File: src/verilog/spcu_pkg.sv
`default_nettype none
package spcu_pkg;
  localparam int unsigned SPCU_DW = 16;
  localparam logic [15:0] SPCU_ROOT_ADDR = 16'h0000;
  localparam logic [15:0] SPCU_ONE = 16'h0001;
  localparam logic [7:0] SPCU_NULL_NUM = 8'h00;
  localparam logic [6:0] SPCU_NULL_SEG = 7'h00;
  localparam int unsigned SPCU_LEN_SHIFT = 2;
  // Register indices on the plain register port.
  localparam logic [2:0] SPCU_REG_CMD = 3'h0;
  localparam logic [2:0] SPCU_REG_BASE = 3'h1;
  localparam logic [2:0] SPCU_REG_LIMIT = 3'h2;
  localparam logic [2:0] SPCU_REG_PC = 3'h3;
  localparam logic [2:0] SPCU_REG_SEG = 3'h4;
  localparam logic [2:0] SPCU_REG_PCREL = 3'h5;
  typedef enum logic [1:0] {
    SPCU_OP_NONE = 2'h0,
    SPCU_OP_CALL = 2'h1,
    SPCU_OP_EXIT = 2'h2,
    SPCU_OP_LOAD = 2'h3
  } spcu_op_type;
  typedef enum logic [2:0] {
    SPCU_TRAP_NONE = 3'h0,
    SPCU_TRAP_COUNT = 3'h1,
    SPCU_TRAP_UNCALL = 3'h2,
    SPCU_TRAP_ABSENT = 3'h3,
    SPCU_TRAP_NOSEG = 3'h4
  } spcu_trap_type;
  typedef struct packed {
    logic [5:0] rsv;
    spcu_op_type op;
    logic [7:0] arg;
  } spcu_cmd_type;
  typedef struct packed {
    logic absent;
    logic priv;
    logic trace;
    logic refbit;
    logic [11:0] len;
  } spcu_desc_type;
  typedef struct packed {
    logic ext;
    logic uncall;
    logic [5:0] rsv;
    logic [7:0] last;
  } spcu_sttlen_type;
  typedef struct packed {
    logic ext;
    logic uncall;
    logic [13:0] addr;
  } spcu_loc_type;
  typedef struct packed {
    logic ext;
    logic [6:0] seg;
    logic [7:0] ent;
  } spcu_ext_type;
  typedef enum logic [3:0] {
    SPCU_S_IDLE = 4'h0,
    SPCU_S_LEN = 4'h1,
    SPCU_S_LBL = 4'h2,
    SPCU_S_DEC = 4'h3,
    SPCU_S_ROOT = 4'h4,
    SPCU_S_D0 = 4'h5,
    SPCU_S_D1 = 4'h6,
    SPCU_S_XLEN = 4'h7,
    SPCU_S_XLBL = 4'h8,
    SPCU_S_PUSHP = 4'h9,
    SPCU_S_PUSHS = 4'ha,
    SPCU_S_COMMIT = 4'hb
  } spcu_state_type;
endpackage
`default_nettype wire

File: src/verilog/spcu_call_unit.sv
// Chosen here: the address-and-strobe port and the register offsets.
`timescale 1ns/1ns
`default_nettype none
// Function
// (RULE_01) Root word at address 0 gives the code segment table start.
// (RULE_02) Each descriptor is two words indexed by segment number.
// (RULE_03) Entry 0 gives table length; segment 0 never exists. The code never reads the length and refuses only segment 0.
// (RULE_04) Code base loads from descriptor second word on entering a segment.
// (RULE_05) Code limit derives from descriptor length; program counter runs base to limit.
// (RULE_06) Transfer entry n is read at code limit minus n.
// (RULE_07) Transfer entry 0 holds last valid number; larger call numbers are refused.
// (RULE_08) Local call number 0 takes its label from the stack top word.
// (RULE_09) External call to entry 0 checks uncallable, then starts at code base.
// (RULE_10) Local label is a positive offset from the current code base.
// (RULE_11) The call pushes the return point before transferring control.
// (RULE_12) Exit resumes right after the calling instruction.
// (RULE_13) Label with top bit set is external: segment and entry number.
// (RULE_14) External label selects descriptor by segment, transfer word by entry.
// (RULE_15) Absent target segment must be brought in before transfer.
// (RULE_16) External call loads base, limit, then base-relative entry address.
// (RULE_17) Descriptor absence flag 1 means segment not resident.
// (RULE_18) Descriptor mode flag 1 runs the segment privileged.
// (RULE_19) Descriptor trace flag 1 invokes the trace routine on call.
// (RULE_20) Uncallable entry forbids external calls made in user mode.
// (RULE_21) Failed checks or absent target trap instead of transferring.
module spcu_call_unit (
  input wire logic i_clk,
  input wire logic i_reset_n,
  input wire logic [2:0] i_reg_addr,
  input wire logic [spcu_pkg::SPCU_DW-1:0] i_reg_wdata,
  input wire logic i_reg_wr,
  input wire logic i_reg_rd,
  output logic [spcu_pkg::SPCU_DW-1:0] o_reg_rdata,
  output logic o_mem_rd,
  output logic [spcu_pkg::SPCU_DW-1:0] o_mem_addr,
  input wire logic i_mem_valid,
  input wire logic [spcu_pkg::SPCU_DW-1:0] i_mem_rdata,
  input wire logic [spcu_pkg::SPCU_DW-1:0] i_stack_top,
  input wire logic [spcu_pkg::SPCU_DW-1:0] i_stack_next,
  output logic o_stk_push,
  output logic [spcu_pkg::SPCU_DW-1:0] o_stk_data,
  output logic o_stk_pop,
  output logic o_trap,
  output logic [2:0] o_trap_cause,
  output logic o_trace,
  output logic o_priv,
  output logic o_busy
);
  import spcu_pkg::*;

  spcu_state_type state_ff;
  spcu_op_type op_ff;
  spcu_cmd_type cmd;
  spcu_desc_type desc_ff;
  spcu_desc_type rd_desc;
  spcu_sttlen_type rd_len;
  spcu_loc_type rd_loc;
  spcu_loc_type lbl_loc;
  spcu_ext_type lbl_ext;
  logic [15:0] lbl_ff;
  logic [7:0] num_ff;
  logic [6:0] tseg_ff;
  logic [7:0] tent_ff;
  logic [15:0] tbase_ff;
  logic [15:0] tlim_ff;
  logic [15:0] retrel_ff;
  logic [15:0] newpc_ff;
  logic [15:0] mem_addr_ff;
  logic ext_ff;
  logic [15:0] pb_ff;
  logic [15:0] pl_ff;
  logic [15:0] pc_ff;
  logic [6:0] seg_ff;
  logic priv_ff;
  logic trap_ff;
  logic [2:0] cause_ff;
  logic trace_ff;
  logic push_ff;
  logic pop_ff;
  logic [15:0] stk_data_ff;
  logic [15:0] rdata_ff;
  logic cmd_go;
  logic pc_wr;
  logic [15:0] new_lim;

  // Length counts four-word units, so the limit is the last word of the segment.
  function automatic logic [15:0] seg_limit(input logic [15:0] base,
                                            input logic [11:0] len);
    logic [15:0] words;
    words = 16'(len) << SPCU_LEN_SHIFT;
    seg_limit = base + words - SPCU_ONE;
  endfunction

  // Transfer entries count down from the limit, so entry 0 is the limit word itself.
  function automatic logic [15:0] stt_addr(input logic [15:0] limit, input logic [7:0] num);
    stt_addr = limit - 16'(num);
  endfunction

  // Two words per descriptor, so the segment number is doubled.
  function automatic logic [15:0] desc_addr(input logic [15:0] root, input logic [6:0] seg);
    desc_addr = root + 16'({seg, 1'b0});
  endfunction

  // User mode may not enter an uncallable entry; privileged code still can.
  function automatic logic call_barred(input logic uncall, input logic in_priv);
    call_barred = uncall && !in_priv;
  endfunction

  // Every state that waits on a memory word keeps the read request up.
  function automatic logic is_read(input spcu_state_type s);
    is_read = (s == SPCU_S_LEN) || (s == SPCU_S_LBL) || (s == SPCU_S_ROOT) ||
              (s == SPCU_S_D0) || (s == SPCU_S_D1) || (s == SPCU_S_XLEN) ||
              (s == SPCU_S_XLBL);
  endfunction

  assign cmd = spcu_cmd_type'(i_reg_wdata);
  assign cmd_go = i_reg_wr && (i_reg_addr == SPCU_REG_CMD) && (state_ff == SPCU_S_IDLE);
  assign pc_wr = i_reg_wr && (i_reg_addr == SPCU_REG_PCREL) && (state_ff == SPCU_S_IDLE);
  assign rd_desc = spcu_desc_type'(i_mem_rdata);
  assign rd_len = spcu_sttlen_type'(i_mem_rdata);
  assign rd_loc = spcu_loc_type'(i_mem_rdata);
  assign lbl_loc = spcu_loc_type'(lbl_ff);
  assign lbl_ext = spcu_ext_type'(lbl_ff);
  assign new_lim = seg_limit(i_mem_rdata, desc_ff.len); // RULE_05

  // Sequencer for calls, exits and segment loads.
  // A command that arrives while busy is dropped; software polls o_busy.
  always_ff @(posedge i_clk) begin
    // The trap flag is a pulse: it drops every cycle unless a check fails.
    trap_ff <= 1'b0;
    if (!i_reset_n) begin
      state_ff <= SPCU_S_IDLE;
      op_ff <= SPCU_OP_NONE;
      num_ff <= 8'h00;
      lbl_ff <= 16'h0000;
      tseg_ff <= 7'h00;
      tent_ff <= 8'h00;
      tbase_ff <= 16'h0000;
      tlim_ff <= 16'h0000;
      retrel_ff <= 16'h0000;
      newpc_ff <= 16'h0000;
      mem_addr_ff <= 16'h0000;
      desc_ff <= '0;
      ext_ff <= 1'b0;
      cause_ff <= SPCU_TRAP_NONE;
    end else begin
      unique case (state_ff)
        SPCU_S_IDLE: begin
          if (cmd_go) begin
            op_ff <= cmd.op;
            ext_ff <= 1'b0;
            unique case (cmd.op)
              SPCU_OP_CALL: begin
                num_ff <= cmd.arg;
                if (cmd.arg == SPCU_NULL_NUM) begin
                  lbl_ff <= i_stack_top; // RULE_08
                  state_ff <= SPCU_S_DEC;
                end else begin
                  mem_addr_ff <= pl_ff; // RULE_07
                  state_ff <= SPCU_S_LEN;
                end
              end
              SPCU_OP_EXIT: begin
                tseg_ff <= i_stack_top[6:0]; // RULE_12
                retrel_ff <= i_stack_next;
                mem_addr_ff <= SPCU_ROOT_ADDR;
                state_ff <= SPCU_S_ROOT;
              end
              SPCU_OP_LOAD: begin
                tseg_ff <= cmd.arg[6:0];
                retrel_ff <= 16'h0000;
                mem_addr_ff <= SPCU_ROOT_ADDR; // RULE_01
                state_ff <= SPCU_S_ROOT;
              end
              SPCU_OP_NONE: begin
                state_ff <= SPCU_S_IDLE;
              end
            endcase
          end
        end
        SPCU_S_LEN: begin
          if (i_mem_valid) begin
            if (num_ff > rd_len.last) begin // RULE_07
              trap_ff <= 1'b1; // RULE_21
              cause_ff <= SPCU_TRAP_COUNT;
              state_ff <= SPCU_S_IDLE;
            end else begin
              mem_addr_ff <= stt_addr(pl_ff, num_ff); // RULE_06
              state_ff <= SPCU_S_LBL;
            end
          end
        end
        SPCU_S_LBL: begin
          if (i_mem_valid) begin
            lbl_ff <= i_mem_rdata;
            state_ff <= SPCU_S_DEC;
          end
        end
        // A label taken from the stack skips the count check; later checks still apply.
        SPCU_S_DEC: begin
          if (lbl_ext.ext) begin // RULE_13
            ext_ff <= 1'b1;
            tseg_ff <= lbl_ext.seg; // RULE_14
            tent_ff <= lbl_ext.ent;
            mem_addr_ff <= SPCU_ROOT_ADDR; // RULE_01
            state_ff <= SPCU_S_ROOT;
          end else begin
            newpc_ff <= pb_ff + 16'(lbl_loc.addr); // RULE_10
            state_ff <= SPCU_S_PUSHP;
          end
        end
        SPCU_S_ROOT: begin
          if (i_mem_valid) begin
            if (tseg_ff == SPCU_NULL_SEG) begin // RULE_03
              trap_ff <= 1'b1; // RULE_21
              cause_ff <= SPCU_TRAP_NOSEG;
              state_ff <= SPCU_S_IDLE;
            end else begin
              mem_addr_ff <= desc_addr(i_mem_rdata, tseg_ff); // RULE_02
              state_ff <= SPCU_S_D0;
            end
          end
        end
        SPCU_S_D0: begin
          if (i_mem_valid) begin
            desc_ff <= rd_desc;
            if (rd_desc.absent) begin // RULE_17
              // The operating system brings the segment in, then retries.
              trap_ff <= 1'b1; // RULE_15
              cause_ff <= SPCU_TRAP_ABSENT; // RULE_21
              state_ff <= SPCU_S_IDLE;
            end else begin
              mem_addr_ff <= mem_addr_ff + SPCU_ONE; // RULE_02
              state_ff <= SPCU_S_D1;
            end
          end
        end
        SPCU_S_D1: begin
          if (i_mem_valid) begin
            tbase_ff <= i_mem_rdata; // RULE_04
            tlim_ff <= new_lim; // RULE_05
            if (op_ff == SPCU_OP_CALL) begin
              mem_addr_ff <= new_lim; // RULE_16
              state_ff <= SPCU_S_XLEN;
            end else begin
              newpc_ff <= i_mem_rdata + retrel_ff; // RULE_12
              state_ff <= SPCU_S_COMMIT;
            end
          end
        end
        SPCU_S_XLEN: begin
          if (i_mem_valid) begin
            if (tent_ff > rd_len.last) begin // RULE_07
              trap_ff <= 1'b1; // RULE_21
              cause_ff <= SPCU_TRAP_COUNT;
              state_ff <= SPCU_S_IDLE;
            end else if (tent_ff == SPCU_NULL_NUM) begin
              if (call_barred(rd_len.uncall, priv_ff)) begin // RULE_09
                trap_ff <= 1'b1; // RULE_21
                cause_ff <= SPCU_TRAP_UNCALL;
                state_ff <= SPCU_S_IDLE;
              end else begin
                newpc_ff <= tbase_ff; // RULE_09
                state_ff <= SPCU_S_PUSHP;
              end
            end else begin
              mem_addr_ff <= stt_addr(tlim_ff, tent_ff); // RULE_14
              state_ff <= SPCU_S_XLBL;
            end
          end
        end
        SPCU_S_XLBL: begin
          if (i_mem_valid) begin
            if (call_barred(rd_loc.uncall, priv_ff)) begin // RULE_20
              trap_ff <= 1'b1; // RULE_21
              cause_ff <= SPCU_TRAP_UNCALL;
              state_ff <= SPCU_S_IDLE;
            end else begin
              newpc_ff <= tbase_ff + 16'(rd_loc.addr); // RULE_16
              state_ff <= SPCU_S_PUSHP;
            end
          end
        end
        SPCU_S_PUSHP: begin
          state_ff <= SPCU_S_PUSHS;
        end
        SPCU_S_PUSHS: begin
          state_ff <= SPCU_S_COMMIT;
        end
        // Commit has a cycle of its own so both pushed words are latched before the registers move.
        SPCU_S_COMMIT: begin
          state_ff <= SPCU_S_IDLE;
        end
        default: begin
          state_ff <= SPCU_S_IDLE;
        end
      endcase
    end
  end

  // Architectural registers change only at commit or, for the PC, on a PCREL write in idle, so a trap leaves them intact.
  always_ff @(posedge i_clk) begin
    if (!i_reset_n) begin
      pb_ff <= 16'h0000;
      pl_ff <= 16'h0000;
      pc_ff <= 16'h0000;
      seg_ff <= 7'h00;
      // Come out of reset privileged so start-up code can reach uncallable entries.
      priv_ff <= 1'b1;
    end else if (state_ff == SPCU_S_COMMIT) begin
      pc_ff <= newpc_ff;
      if (op_ff != SPCU_OP_CALL || ext_ff) begin
        pb_ff <= tbase_ff; // RULE_04
        pl_ff <= tlim_ff; // RULE_16
        seg_ff <= tseg_ff;
        priv_ff <= desc_ff.priv; // RULE_18
      end
    end else if (pc_wr) begin
      pc_ff <= pb_ff + i_reg_wdata;
    end
  end

  // Return point is pushed as the caller's base-relative offset, then its segment.
  always_ff @(posedge i_clk) begin
    if (!i_reset_n) begin
      push_ff <= 1'b0;
      pop_ff <= 1'b0;
      trace_ff <= 1'b0;
      stk_data_ff <= 16'h0000;
    end else begin
      push_ff <= (state_ff == SPCU_S_PUSHP) || (state_ff == SPCU_S_PUSHS); // RULE_11
      // The pop goes out at once, so an exit that later traps has already dropped its words.
      pop_ff <= cmd_go && (cmd.op == SPCU_OP_EXIT);
      trace_ff <= (state_ff == SPCU_S_COMMIT) && (op_ff == SPCU_OP_CALL) &&
                  ext_ff && desc_ff.trace; // RULE_19
      if (state_ff == SPCU_S_PUSHP) begin
        stk_data_ff <= pc_ff - pb_ff + SPCU_ONE; // RULE_11
      end else if (state_ff == SPCU_S_PUSHS) begin
        stk_data_ff <= 16'({seg_ff});
      end
    end
  end

  // Register read port: data stand in the cycle after the read strobe.
  always_ff @(posedge i_clk) begin
    if (!i_reset_n) begin
      rdata_ff <= 16'h0000;
    end else if (i_reg_rd) begin
      unique case (i_reg_addr)
        SPCU_REG_CMD: rdata_ff <= {11'h000, priv_ff, o_busy, cause_ff};
        SPCU_REG_BASE: rdata_ff <= pb_ff;
        SPCU_REG_LIMIT: rdata_ff <= pl_ff;
        SPCU_REG_PC: rdata_ff <= pc_ff;
        SPCU_REG_SEG: rdata_ff <= 16'({seg_ff});
        SPCU_REG_PCREL: rdata_ff <= pc_ff - pb_ff;
        default: rdata_ff <= 16'h0000;
      endcase
    end else begin
      rdata_ff <= 16'h0000;
    end
  end

  assign o_reg_rdata = rdata_ff;
  assign o_mem_rd = is_read(state_ff);
  assign o_mem_addr = mem_addr_ff;
  assign o_stk_push = push_ff;
  assign o_stk_data = stk_data_ff;
  assign o_stk_pop = pop_ff;
  assign o_trap = trap_ff;
  assign o_trap_cause = cause_ff;
  assign o_trace = trace_ff;
  assign o_priv = priv_ff;
  assign o_busy = (state_ff != SPCU_S_IDLE);
endmodule // spcu_call_unit
`default_nettype wire

File: config.mk
export PLATFORM = sky130hd
export DESIGN_NAME = spcu_call_unit
export DESIGN_NICKNAME = d
export VERILOG_FILES = /design/src/verilog/spcu_pkg.sv /design/src/verilog/spcu_call_unit.sv
export SDC_FILE = /design/constraint.sdc
export NUM_CORES = 1
export LEC_CHECK = 0
export BUFFER_PORTS_ARGS = -buffer_cell sky130_fd_sc_hd__buf_2
export CORE_MARGIN = 4
export CORE_UTILIZATION = 50
export DETAILED_ROUTE_END_ITERATION = 10
export GPL_ROUTABILITY_DRIVEN = 1
export PLACE_DENSITY = 0.68
export SYNTH_ARGS = -nofsm -noshare
export SYNTH_HDL_FRONTEND = slang
export SYNTH_SLANG_ARGS = --single-unit
File: constraint.sdc
create_clock -name i_clk -period 4.2 [get_ports i_clk]
set_clock_uncertainty 0.15 [all_clocks]
set_input_delay 0.63 -clock i_clk [delete_from_list [all_inputs] [get_ports i_clk]]
set_output_delay 0.63 -clock i_clk [all_outputs]
set_load 0.02 [all_outputs]
==> results of run 1 <==
[logic make-up (layout without fill, tap and decap cells)]
logic type / count (synthesis) / in the layout / share of synthesized area
AO/OA/AOI/OAI: 655 / 655 / 0.256
XOR/XNOR: 125 / 125 / 0.0665
flip-flops: 235 / 235 / 0.275
buffers and inverters: 238 / 357 / 0.0572
multiplexers: 48 / 48 / 0.0298
adder cells (fa/ha/maj): 149 / 149 / 0.113
AND/OR/NAND/NOR: 761 / 761 / 0.202
[critical path: stages, from the launching register on]
cell,delay [ns]
sky130_fd_sc_hd__dfxtp_1,0.39
sky130_fd_sc_hd__inv_1,0.19
sky130_fd_sc_hd__fa_1,0.52
sky130_fd_sc_hd__a211oi_1,0.30
sky130_fd_sc_hd__nor2_1,0.10
sky130_fd_sc_hd__xor2_1,0.42
sky130_fd_sc_hd__nand4_2,0.20
sky130_fd_sc_hd__nor4b_2,0.53
sky130_fd_sc_hd__nand2_1,0.10
sky130_fd_sc_hd__nor3_1,0.20
sky130_fd_sc_hd__xor2_1,0.19
sky130_fd_sc_hd__o21ai_1,0.08
[worst paths after layout]
kind	from	endpoint	slack (ns)	depth (start not counted)
worst max register to register	pb_ff[1]	o_stk_data[15]	0.72	11
worst min-delay path	i_stack_next[4]	retrel_ff[4]	0.13	2
worst min register to register	o_stk_data[12]	o_stk_data[12]	0.30	2
worst max-delay path	pb_ff[1]	o_stk_data[15]	0.72	11
[area by class of cell]
class / instances / area, sq um
Fill cell: 3241 / 14500
Tap cell: 448 / 561
Clock buffer: 39 / 813
Multi-Input combinational cell: 1738 / 11400
Inverter: 129 / 489
Clock inverter: 10 / 82.6
Sequential cell: 235 / 4700
Timing Repair Buffer: 179 / 1030
[placed cells by master (no fill, tap or decap), types with 9 or more instances in the layout]
cell type	Yosys	layout
sky130_fd_sc_hd__nand2_1	316	315
sky130_fd_sc_hd__dfxtp_1	235	235
sky130_fd_sc_hd__a21oi_1	215	215
sky130_fd_sc_hd__nor2_1	212	211
sky130_fd_sc_hd__ha_1	140	140
sky130_fd_sc_hd__buf_2	17	129
sky130_fd_sc_hd__inv_1	127	126
sky130_fd_sc_hd__o21ai_0	99	99
sky130_fd_sc_hd__xnor2_1	74	74
sky130_fd_sc_hd__nor3_1	51	50
sky130_fd_sc_hd__buf_4	3	49
sky130_fd_sc_hd__xor2_1	47	47
sky130_fd_sc_hd__mux2i_1	43	43
sky130_fd_sc_hd__nand3_1	43	43
sky130_fd_sc_hd__a22oi_1	36	36
sky130_fd_sc_hd__a21o_1	29	29
sky130_fd_sc_hd__clkbuf_16	0	29
sky130_fd_sc_hd__a211oi_1	28	28
sky130_fd_sc_hd__a31oi_1	25	25
sky130_fd_sc_hd__o21a_1	23	23
sky130_fd_sc_hd__nor2b_1	19	19
sky130_fd_sc_hd__nand2b_1	19	19
sky130_fd_sc_hd__a22o_1	17	17
sky130_fd_sc_hd__a221oi_1	17	17
sky130_fd_sc_hd__a211oi_2	16	16
sky130_fd_sc_hd__nand4_1	14	14
sky130_fd_sc_hd__o22ai_1	13	13
sky130_fd_sc_hd__o21bai_1	13	13
sky130_fd_sc_hd__or3_1	13	13
sky130_fd_sc_hd__and3_1	12	12
sky130_fd_sc_hd__a311oi_1	12	12
sky130_fd_sc_hd__o21ai_1	12	11
sky130_fd_sc_hd__fa_1	9	9
[registers in the layout, indices dropped and copies added (netlist names), 8 cells and up]
register,flops
o_stk_data,16
tlim_ff,16
pb_ff,16
retrel_ff,16
o_mem_addr,16
newpc_ff,16
lbl_ext,16
tbase_ff,16
tent_ff,8
o_reg_rdata,16
num_ff,8
pc_ff,16
pl_ff,16
desc_ff,14
[routing by layer]
| layer | wire (um) | GRT usage | vias up |
|---|---|---|---|
| met1 | 27600 | 0.473 | 8171 |
| li1 | - | - | 8100 |
| met5 | 0 | 0 | - |
| met4 | 3020 | 0.133 | 0 |
| met2 | 26800 | 0.499 | 919 |
| met3 | 6910 | 0.0753 | 166 |
[power by group]
| part | switching (mW) | internal, mW | leakage, nW |
|---|---|---|---|
| combinational | 0.479 | 0.254 | 5.49 |
| sequential | 0.0198 | 2.24 | 1.89 |
| clock | 1.00 | 1.40 | 0.437 |
| total | 1.50 | 3.90 | 7.82 |
[stage by stage]
stage | area [sq um] | cells | total power [mW] | worst slack, ns | util
floorplan | 17100 | 2211 | 2.77 | 1.00 | -
global placement | 18200 | 2729 | 3.01 | 0.477 | 0.542
detailed placement | 18200 | 2729 | 3.02 | 0.405 | 0.542
CTS | 19100 | 2778 | 5.40 | 0.753 | 0.569
global route | 19100 | 2778 | 5.57 | 0.428 | 0.569
finish | 19100 | 2778 | 5.40 | 0.716 | 0.569
==> flow_metrics.env, run 1 <==
export IMPL_die_width_um=193
export IMPL_register_area_share_after_synthesis=0.275
export IMPL_grt_total_usage=0.336
export IMPL_worstSetupStartpointType="flip-flop"
export IMPL_nature_of_the_critical_path_endpoint="flip-flop"
export IMPL_placement_io_buffers=129
export IMPL_post_synth_instance_area_sq_um=17100
export IMPL_synth_area_leader_cell="sky130_fd_sc_hd__dfxtp_1"
export IMPL_clock_latency_on_the_worst_skew_pair_ns=0.56
export IMPL_ys_async_sr_fraction=0
export IMPL_syn_nets=2432
export IMPL_die_height_um=193
export IMPL_antenna_violations_before_repair=0
export IMPL_rsz_0062_raised_after_global_routing="no"
export IMPL_min_path_type="in -> reg"
export IMPL_boundaryPins=130
export IMPL_cell_at_the_root_of_the_clock_tree="sky130_fd_sc_hd__clkbuf_16"
export IMPL_count_of_antenna_diodes_in_the_layout=0
export IMPL_layout_area_overhead_vs_synth_pct=11.9
export IMPL_cts_sinks=235
export IMPL_report_final_slew_viol_count=0
export IMPL_post_synth_main_area_contributors="sky130_fd_sc_hd__dfxtp_1, sky130_fd_sc_hd__ha_1, sky130_fd_sc_hd__nand2_1"
export IMPL_finalSetupTns_ns=0
export IMPL_global_route_overflow_total=0
export IMPL_synth_common_cells="sky130_fd_sc_hd__nand2_1, sky130_fd_sc_hd__dfxtp_1, sky130_fd_sc_hd__a21oi_1"
export IMPL_core_area_sq_um=33600
export IMPL_ys_warn_count=0
export IMPL_post_synth_top_count_cell="sky130_fd_sc_hd__nand2_1"
export IMPL_synth_top_area_frac=0.275
export IMPL_dieArea_sq_um=37200
export IMPL_post_cts_resized=0
export IMPL_setup_violations_final=0
export IMPL_p_leak_nw=7.82
export IMPL_remaining_drc_errors=0
export IMPL_synthFlopType="sky130_fd_sc_hd__dfxtp_1"
export IMPL_wl_per_cell_um=23.2
export IMPL_postRouteAntennaNets=0
export IMPL_dr_pass1_iters=7
export IMPL_row_count=67
export IMPL_starting_density_of_the_core=0.508
export IMPL_critical_path_data_arrival_time_ns=3.77
export IMPL_ctsLongestPathBuffers=3
export IMPL_cts_hold_buffers=0
export IMPL_worst_hold_margin_ns=0.129
export IMPL_final_hold_viol_count=0
export IMPL_global_route_wire_length_before_repair_um=96400
export IMPL_power_ir_vdd_worst_v=0.000279
export IMPL_worst_ep_required_time_ns=4.49
export IMPL_fin_crit_ns=3.48
export IMPL_largest_net_degree_at_the_start_of_global_routing=56
export IMPL_gp_routability_congestion=0.995
export IMPL_estimated_wirelength_of_the_detail_placed_design_um=48900
export IMPL_outcome="completed"
export IMPL_synth_cell_type_count=99
export IMPL_fraction_of_final_layout_cells_with_drive_strength_greater_than_1=0.130
export IMPL_drv_max_cap_violation_count=0
export IMPL_power_density_nw_per_um2=283
export IMPL_clkSlewWorstSetupHoldPaths_ns=0.06
export IMPL_detailroute_via_count=17400
export IMPL_maximum_clock_frequency_mhz=287
export IMPL_tritoncts_num_buffers=28
export IMPL_min_period_over_period=0.829
export IMPL_cts_setup_buffers=0
export IMPL_ff_latch_count_synth=235
export IMPL_synth_area_per_cell_sq_um=7.73
export IMPL_cts_tree="built"
export IMPL_tightestPinTransition_ns=1.03
export IMPL_synth_edff_count=0
export IMPL_detail_route_vias_per_cell=6.25
export IMPL_relSlewSlack=0.315
export IMPL_vias_in_the_first_global_route=16000
export IMPL_initialDrtViolationCount=1695
export IMPL_final_net_count=2532
export IMPL_worstSetupPathType="reg -> reg"
export IMPL_critPathMaxFanout=5
export IMPL_syn_inst=2211
export IMPL_drt_total_wl_um=64300
export IMPL_maximum_level_of_the_cts_h_tree=1
No activity file was read; power rests on OpenSTA's default activity.
==> run 2: changes to the inputs <==
--- a/config.mk
+++ b/config.mk
@@ -10,7 +10,7 @@
 export CORE_UTILIZATION = 50
 export DETAILED_ROUTE_END_ITERATION = 10
 export GPL_ROUTABILITY_DRIVEN = 1
-export PLACE_DENSITY = 0.68
+export PLACE_DENSITY = 0.71
 export SYNTH_ARGS = -nofsm -noshare
 export SYNTH_HDL_FRONTEND = slang
 export SYNTH_SLANG_ARGS = --single-unit
==> constraint.sdc (replaced) <==
create_clock -name i_clk -period 3 [get_ports i_clk]
set_clock_uncertainty 0.15 [all_clocks]
set_input_delay 0.45 -clock i_clk [delete_from_list [all_inputs] [get_ports i_clk]]
set_output_delay 0.45 -clock i_clk [all_outputs]
set_load 0.02 [all_outputs]
==> flow_metrics.env, run 2 (same netlist as run 1, synthesis figures left out) <==
export IMPL_fin_crit_ns=2.97
export IMPL_rr_startpoint="pb_ff[0]"
export IMPL_reg2reg_setup_slack_ns=0.03
export IMPL_initialDrtViolationCount=2366
export IMPL_critPathMaxFanout=4
export IMPL_clkSlewWorstSetupHoldPaths_ns=0.06
export IMPL_worstSetupPathType="reg -> reg"
export IMPL_nature_of_the_critical_path_endpoint="flip-flop"
export IMPL_p_leak_nw=8.91
export IMPL_global_route_overflow_total=0
export IMPL_hold_path_origin="i_reg_wdata[7]"
export IMPL_report_final_slew_viol_count=0
export IMPL_worst_ep_required_time_ns=3.29
export IMPL_layout_cells_most_common_list="sky130_fd_sc_hd__nand2_1, sky130_fd_sc_hd__dfxtp_1, sky130_fd_sc_hd__buf_4, sky130_fd_sc_hd__nor2_1, sky130_fd_sc_hd__a21oi_1"
export IMPL_min_path_type="in -> reg"
export IMPL_power_ir_vdd_worst_v=0.000458
export IMPL_maximum_clock_frequency_mhz=336
export IMPL_layout_commonest_cell="sky130_fd_sc_hd__nand2_1"
export IMPL_wl_per_cell_um=22.1
export IMPL_boundaryPins=130
export IMPL_cts_sinks=235
export IMPL_tritoncts_num_buffers=29
export IMPL_tightestPinTransition_ns=1.03
export IMPL_min_period_over_period=0.991
export IMPL_dr_pass1_iters=8
export IMPL_row_count=67
export IMPL_power_density_nw_per_um2=389
export IMPL_ctsLongestPathBuffers=3
export IMPL_remaining_drc_errors=0
export IMPL_detailroute_wirelength_met2_um=27700
export IMPL_totalPowerFinal_mw=8.14
export IMPL_vias_in_the_first_global_route=17100
export IMPL_setup_violations_final=0
export IMPL_outcome="completed"
export IMPL_placement_io_buffers=129
export IMPL_relSlewSlack=0.313
export IMPL_core_area_sq_um=33600
export IMPL_drt_total_wl_um=65400
export IMPL_postRouteAntennaNets=0
export IMPL_clock_latency_on_the_worst_skew_pair_ns=0.57
export IMPL_layout_area_overhead_vs_synth_pct=22.5
export IMPL_route_layer_met1_wl_um=26800
export IMPL_die_width_um=193
export IMPL_count_of_antenna_diodes_in_the_layout=0
export IMPL_grt_total_usage=0.338
export IMPL_gp_routability_congestion=1.03
export IMPL_maximum_level_of_the_cts_h_tree=1
export IMPL_detail_route_vias_per_cell=6.17
export IMPL_routed_wl_met3_um=7850
export IMPL_global_route_wire_length_before_repair_um=97800
export IMPL_dieArea_sq_um=37200
export IMPL_highest_signal_layer="met4"
export IMPL_antenna_violations_before_repair=0
export IMPL_fraction_of_final_layout_cells_with_drive_strength_greater_than_1=0.208
export IMPL_fin_cells=2967
export IMPL_final_hold_viol_count=0
export IMPL_critical_path_data_arrival_time_ns=3.27
export IMPL_drv_max_cap_violation_count=0
export IMPL_worstSetupStartpoint="pb_ff[0]"
export IMPL_dp_cells=2892
export IMPL_worstSetupStartpointType="flip-flop"
export IMPL_cts_tree="built"
export IMPL_detailroute_via_count=18300
export IMPL_rsz_0062_raised_after_global_routing="yes"
export IMPL_cell_at_the_root_of_the_clock_tree="sky130_fd_sc_hd__clkbuf_16"
export IMPL_estimated_wirelength_of_the_detail_placed_design_um=50800
export IMPL_layout_core_utilization=0.623
export IMPL_die_height_um=193
export IMPL_largest_net_degree_at_the_start_of_global_routing=85
export IMPL_final_net_count=2719
export IMPL_starting_density_of_the_core=0.508
run 2: per-stage QoR:
step	TNS (ns)	instance area, sq um	setup slack [ns]	hold WS, ns
floorplan	0	17100	0.0340	0.275
global placement	-3.17	19500	-0.254	0.289
detailed placement	-5.16	19500	-0.284	0.288
CTS	0	20700	0.0116	0.0602
global route	-0.107	20900	-0.0303	0.104
finish	0	20900	0.0265	0.0641
run 2: worst paths after layout:
kind / endpoint / cells after the start
setup / recovery: newpc_ff[14] / 13
hold / removal: num_ff[7] / 3
setup reg to reg: newpc_ff[14] / 13
hold reg to reg: o_stk_data[14] / 2
run 2: final cells by class:
type / instances / area, sq um
clock buffers: 35 / 778
clock inverters: 17 / 225
fillers: 3011 / 12700
inverters: 129 / 489
multi-input cells: 1738 / 11700
flip-flops and latches: 235 / 4710
well taps: 448 / 561
repair buffers: 365 / 2490
run 2: layer usage:
layer	global-route usage	up-vias
li1	-	8466
met1	0.465	8597
met2	0.514	1057
met3	0.0794	201
met4	0.131	0
met5	0	-
run 2: power breakdown:
part / switching [mW] / internal [mW]
clock network: 1.47 / 2.27
logic: 0.739 / 0.506
registers: 0.0252 / 3.14
total: 2.23 / 5.92
run 2: what timing repair did:
action / in CTS / in global routing
hold endpoints to repair: 17 / 0
resized for setup: 7 / 58
cloned: 0 / 0
setup endpoints to repair: 8 / 35
hold buffers: 15 / 0
pin swaps: 3 / 37
buffers inserted: 1 / 7
run 2: worst max-delay path: stages (launching register included):
cell,delay (ns)
sky130_fd_sc_hd__dfxtp_2,0.36
sky130_fd_sc_hd__buf_4,0.16
sky130_fd_sc_hd__ha_1,0.17
sky130_fd_sc_hd__inv_1,0.05
sky130_fd_sc_hd__fa_1,0.37
sky130_fd_sc_hd__nor2b_1,0.17
sky130_fd_sc_hd__o21ai_1,0.11
sky130_fd_sc_hd__a21boi_1,0.20
sky130_fd_sc_hd__o2111ai_1,0.18
sky130_fd_sc_hd__a31oi_1,0.29
sky130_fd_sc_hd__mux2i_1,0.24
sky130_fd_sc_hd__o2111ai_1,0.15
sky130_fd_sc_hd__o211ai_1,0.17
sky130_fd_sc_hd__a31oi_1,0.07
==> run 3: changes to the inputs <==
--- a/config.mk
+++ b/config.mk
@@ -6,7 +6,7 @@
 export NUM_CORES = 1
 export LEC_CHECK = 0
 export BUFFER_PORTS_ARGS = -buffer_cell sky130_fd_sc_hd__buf_2
-export CORE_MARGIN = 4
+export CORE_MARGIN = 2
 export CORE_UTILIZATION = 50
 export DETAILED_ROUTE_END_ITERATION = 10
 export GPL_ROUTABILITY_DRIVEN = 1
==> flow_metrics.env, run 3 (same netlist as run 1, synthesis figures left out) <==
export IMPL_outcome="finished, violations left"
export IMPL_violations_in_the_final_reports="negative setup slack"
export IMPL_starting_density_of_the_core=0.508
export IMPL_setup_violations_final=1
export IMPL_layout_area_overhead_vs_synth_pct=23.3
export IMPL_global_route_wire_length_before_repair_um=99700
export IMPL_critPathMaxFanout=2
export IMPL_min_period_over_period=1.01
export IMPL_critical_path_data_arrival_time_ns=3.35
export IMPL_placement_io_buffers=129
export IMPL_count_of_antenna_diodes_in_the_layout=0
export IMPL_worst_ep_required_time_ns=3.31
export IMPL_worstReg2RegEnd="o_mem_addr[12]"
export IMPL_power_density_nw_per_um2=390
export IMPL_boundaryPins=130
export IMPL_antenna_violations_before_repair=0
export IMPL_worstRegToRegCells=15
export IMPL_row_count=67
export IMPL_worst_hold_path_num_cells=3
export IMPL_layout_cells_most_common_list="sky130_fd_sc_hd__nand2_1, sky130_fd_sc_hd__dfxtp_1, sky130_fd_sc_hd__buf_4, sky130_fd_sc_hd__nor2_1, sky130_fd_sc_hd__a21oi_1"
export IMPL_dp_cells=2907
export IMPL_power_ir_vdd_worst_v=0.000484
export IMPL_fin_cells=2978
export IMPL_tightestPinTransition_ns=0.710
export IMPL_largest_net_degree_at_the_start_of_global_routing=69
export IMPL_worstSetupStartpointType="flip-flop"
export IMPL_die_width_um=189
export IMPL_clkSlewWorstSetupHoldPaths_ns=0.07
export IMPL_detail_route_vias_per_cell=6.16
export IMPL_fin_crit_ns=3.03
export IMPL_rr_startpoint="desc_ff[0]"
export IMPL_maximum_clock_frequency_mhz=330
export IMPL_initialDrtViolationCount=2197
export IMPL_estimated_wirelength_of_the_detail_placed_design_um=51400
export IMPL_postRouteAntennaNets=0
export IMPL_layout_core_utilization=0.627
export IMPL_drv_max_cap_violation_count=0
export IMPL_global_route_overflow_total=0
export IMPL_final_net_count=2729
export IMPL_min_path_type="in -> reg"
export IMPL_fraction_of_final_layout_cells_with_drive_strength_greater_than_1=0.211
export IMPL_relSlewSlack=0.524
export IMPL_die_height_um=189
export IMPL_dr_pass1_iters=9
export IMPL_worstSetupStartpoint="desc_ff[0]"
export IMPL_rsz_0062_raised_after_global_routing="yes"
export IMPL_cell_at_the_root_of_the_clock_tree="sky130_fd_sc_hd__clkbuf_16"
export IMPL_report_final_slew_viol_count=0
export IMPL_vias_in_the_first_global_route=17200
export IMPL_ctsLongestPathBuffers=3
export IMPL_cts_sinks=235
export IMPL_whs_endpoint="num_ff[7]"
export IMPL_hold_path_origin="i_reg_wdata[7]"
export IMPL_detailroute_via_count=18400
export IMPL_drt_total_wl_um=66200
export IMPL_clock_latency_on_the_worst_skew_pair_ns=0.58
export IMPL_cts_tree="built"
export IMPL_final_cell_area_sq_um=21100
export IMPL_p_leak_nw=8.93
export IMPL_gp_routability_congestion=0.998
export IMPL_final_critical_path_setup_slack_ns=-0.0341
export IMPL_worst_hold_margin_ns=0.0877
export IMPL_grt_total_usage=0.361
export IMPL_core_area_sq_um=33600
export IMPL_placedInstanceArea_sq_um=19600
export IMPL_worstSetupPathType="reg -> reg"
export IMPL_remaining_drc_errors=0
export IMPL_reg2reg_setup_slack_ns=-0.03
export IMPL_final_hold_viol_count=0
export IMPL_tritoncts_num_buffers=29
export IMPL_dieArea_sq_um=35700
export IMPL_n_fill_cell=2995
export IMPL_layout_commonest_cell="sky130_fd_sc_hd__nand2_1"
export IMPL_finalSetupTns_ns=-0.0341
export IMPL_wl_per_cell_um=22.2
export IMPL_maximum_level_of_the_cts_h_tree=1
export IMPL_nature_of_the_critical_path_endpoint="flip-flop"
## run 3: worst max path at each step
stage | endpoint | slack (ns) | cells past startpoint
finish | o_mem_addr[12] | -0.03 | 15
global route | o_mem_addr[14] | -0.12 | 16
CTS | tlim_ff[15] | 0.005 | 14
detailed placement | o_trap | -0.36 | 14
global placement | o_mem_addr[14] | -0.26 | 17
floorplan | o_mem_addr[14] | 0.03 | 13
## run 3: per-layer routing
layer,vias up,part of all wire,global-route usage
li1,8493,-,-
met1,8614,0.42,0.500
met2,1060,0.41,0.525
met3,188,0.11,0.0849
met4,0,0.059,0.178
met5,-,0,0
## run 3: worst max-delay path: stages, from the launching register on
cell and delay, ns:
sky130_fd_sc_hd__dfxtp_2 0.33, sky130_fd_sc_hd__inv_2 0.04, sky130_fd_sc_hd__ha_4 0.26, sky130_fd_sc_hd__inv_2 0.05, sky130_fd_sc_hd__buf_6 0.11, sky130_fd_sc_hd__ha_4 0.20, sky130_fd_sc_hd__a21o_1 0.18, sky130_fd_sc_hd__a21oi_2 0.16
sky130_fd_sc_hd__o21ai_2 0.09, sky130_fd_sc_hd__a31o_2 0.27, sky130_fd_sc_hd__o41ai_2 0.34, sky130_fd_sc_hd__buf_4 0.17, sky130_fd_sc_hd__xnor2_1 0.17, sky130_fd_sc_hd__nand2_1 0.13, sky130_fd_sc_hd__nand3_1 0.07, sky130_fd_sc_hd__a32o_1 0.21
## run 3: report_power, final
part | total, mW | switching, mW | internal (mW)
sequential | 3.17 | 0.0276 | 3.14
combinational | 1.25 | 0.739 | 0.510
clock | 3.80 | 1.47 | 2.33
total | 8.22 | 2.24 | 5.98
## run 3: repair_timing
action	CTS	global route
hold buffers	15	0
endpoints found under the setup margin	14	40
resized for setup	12	57
hold endpoints to repair	15	0
buffers inserted	0	3
pin swaps	7	27
## run 3: final cells by class
| cell class | instances | area, sq um | share of cell area |
|---|---|---|---|
| Inverter | 129 | 489 | 0.0232 |
| Clock buffer | 40 | 817 | 0.0388 |
| Clock inverter | 13 | 211 | 0.0100 |
| Multi-Input combinational cell | 1738 | 11700 | 0.554 |
| Timing Repair Buffer | 375 | 2600 | 0.123 |
| Sequential cell | 235 | 4710 | 0.224 |
| Tap cell | 448 | 561 | 0.0266 |
## run 3: metrics by stage
stage / worst slack, ns / power, mW
2_1_floorplan: 0.0340 / 3.88
3_3_place_gp: -0.255 / 4.37
3_5_place_dp: -0.358 / 4.38
4_1_cts: 0.00482 / 8.16
5_1_grt: -0.122 / 8.43
6_report: -0.0341 / 8.22
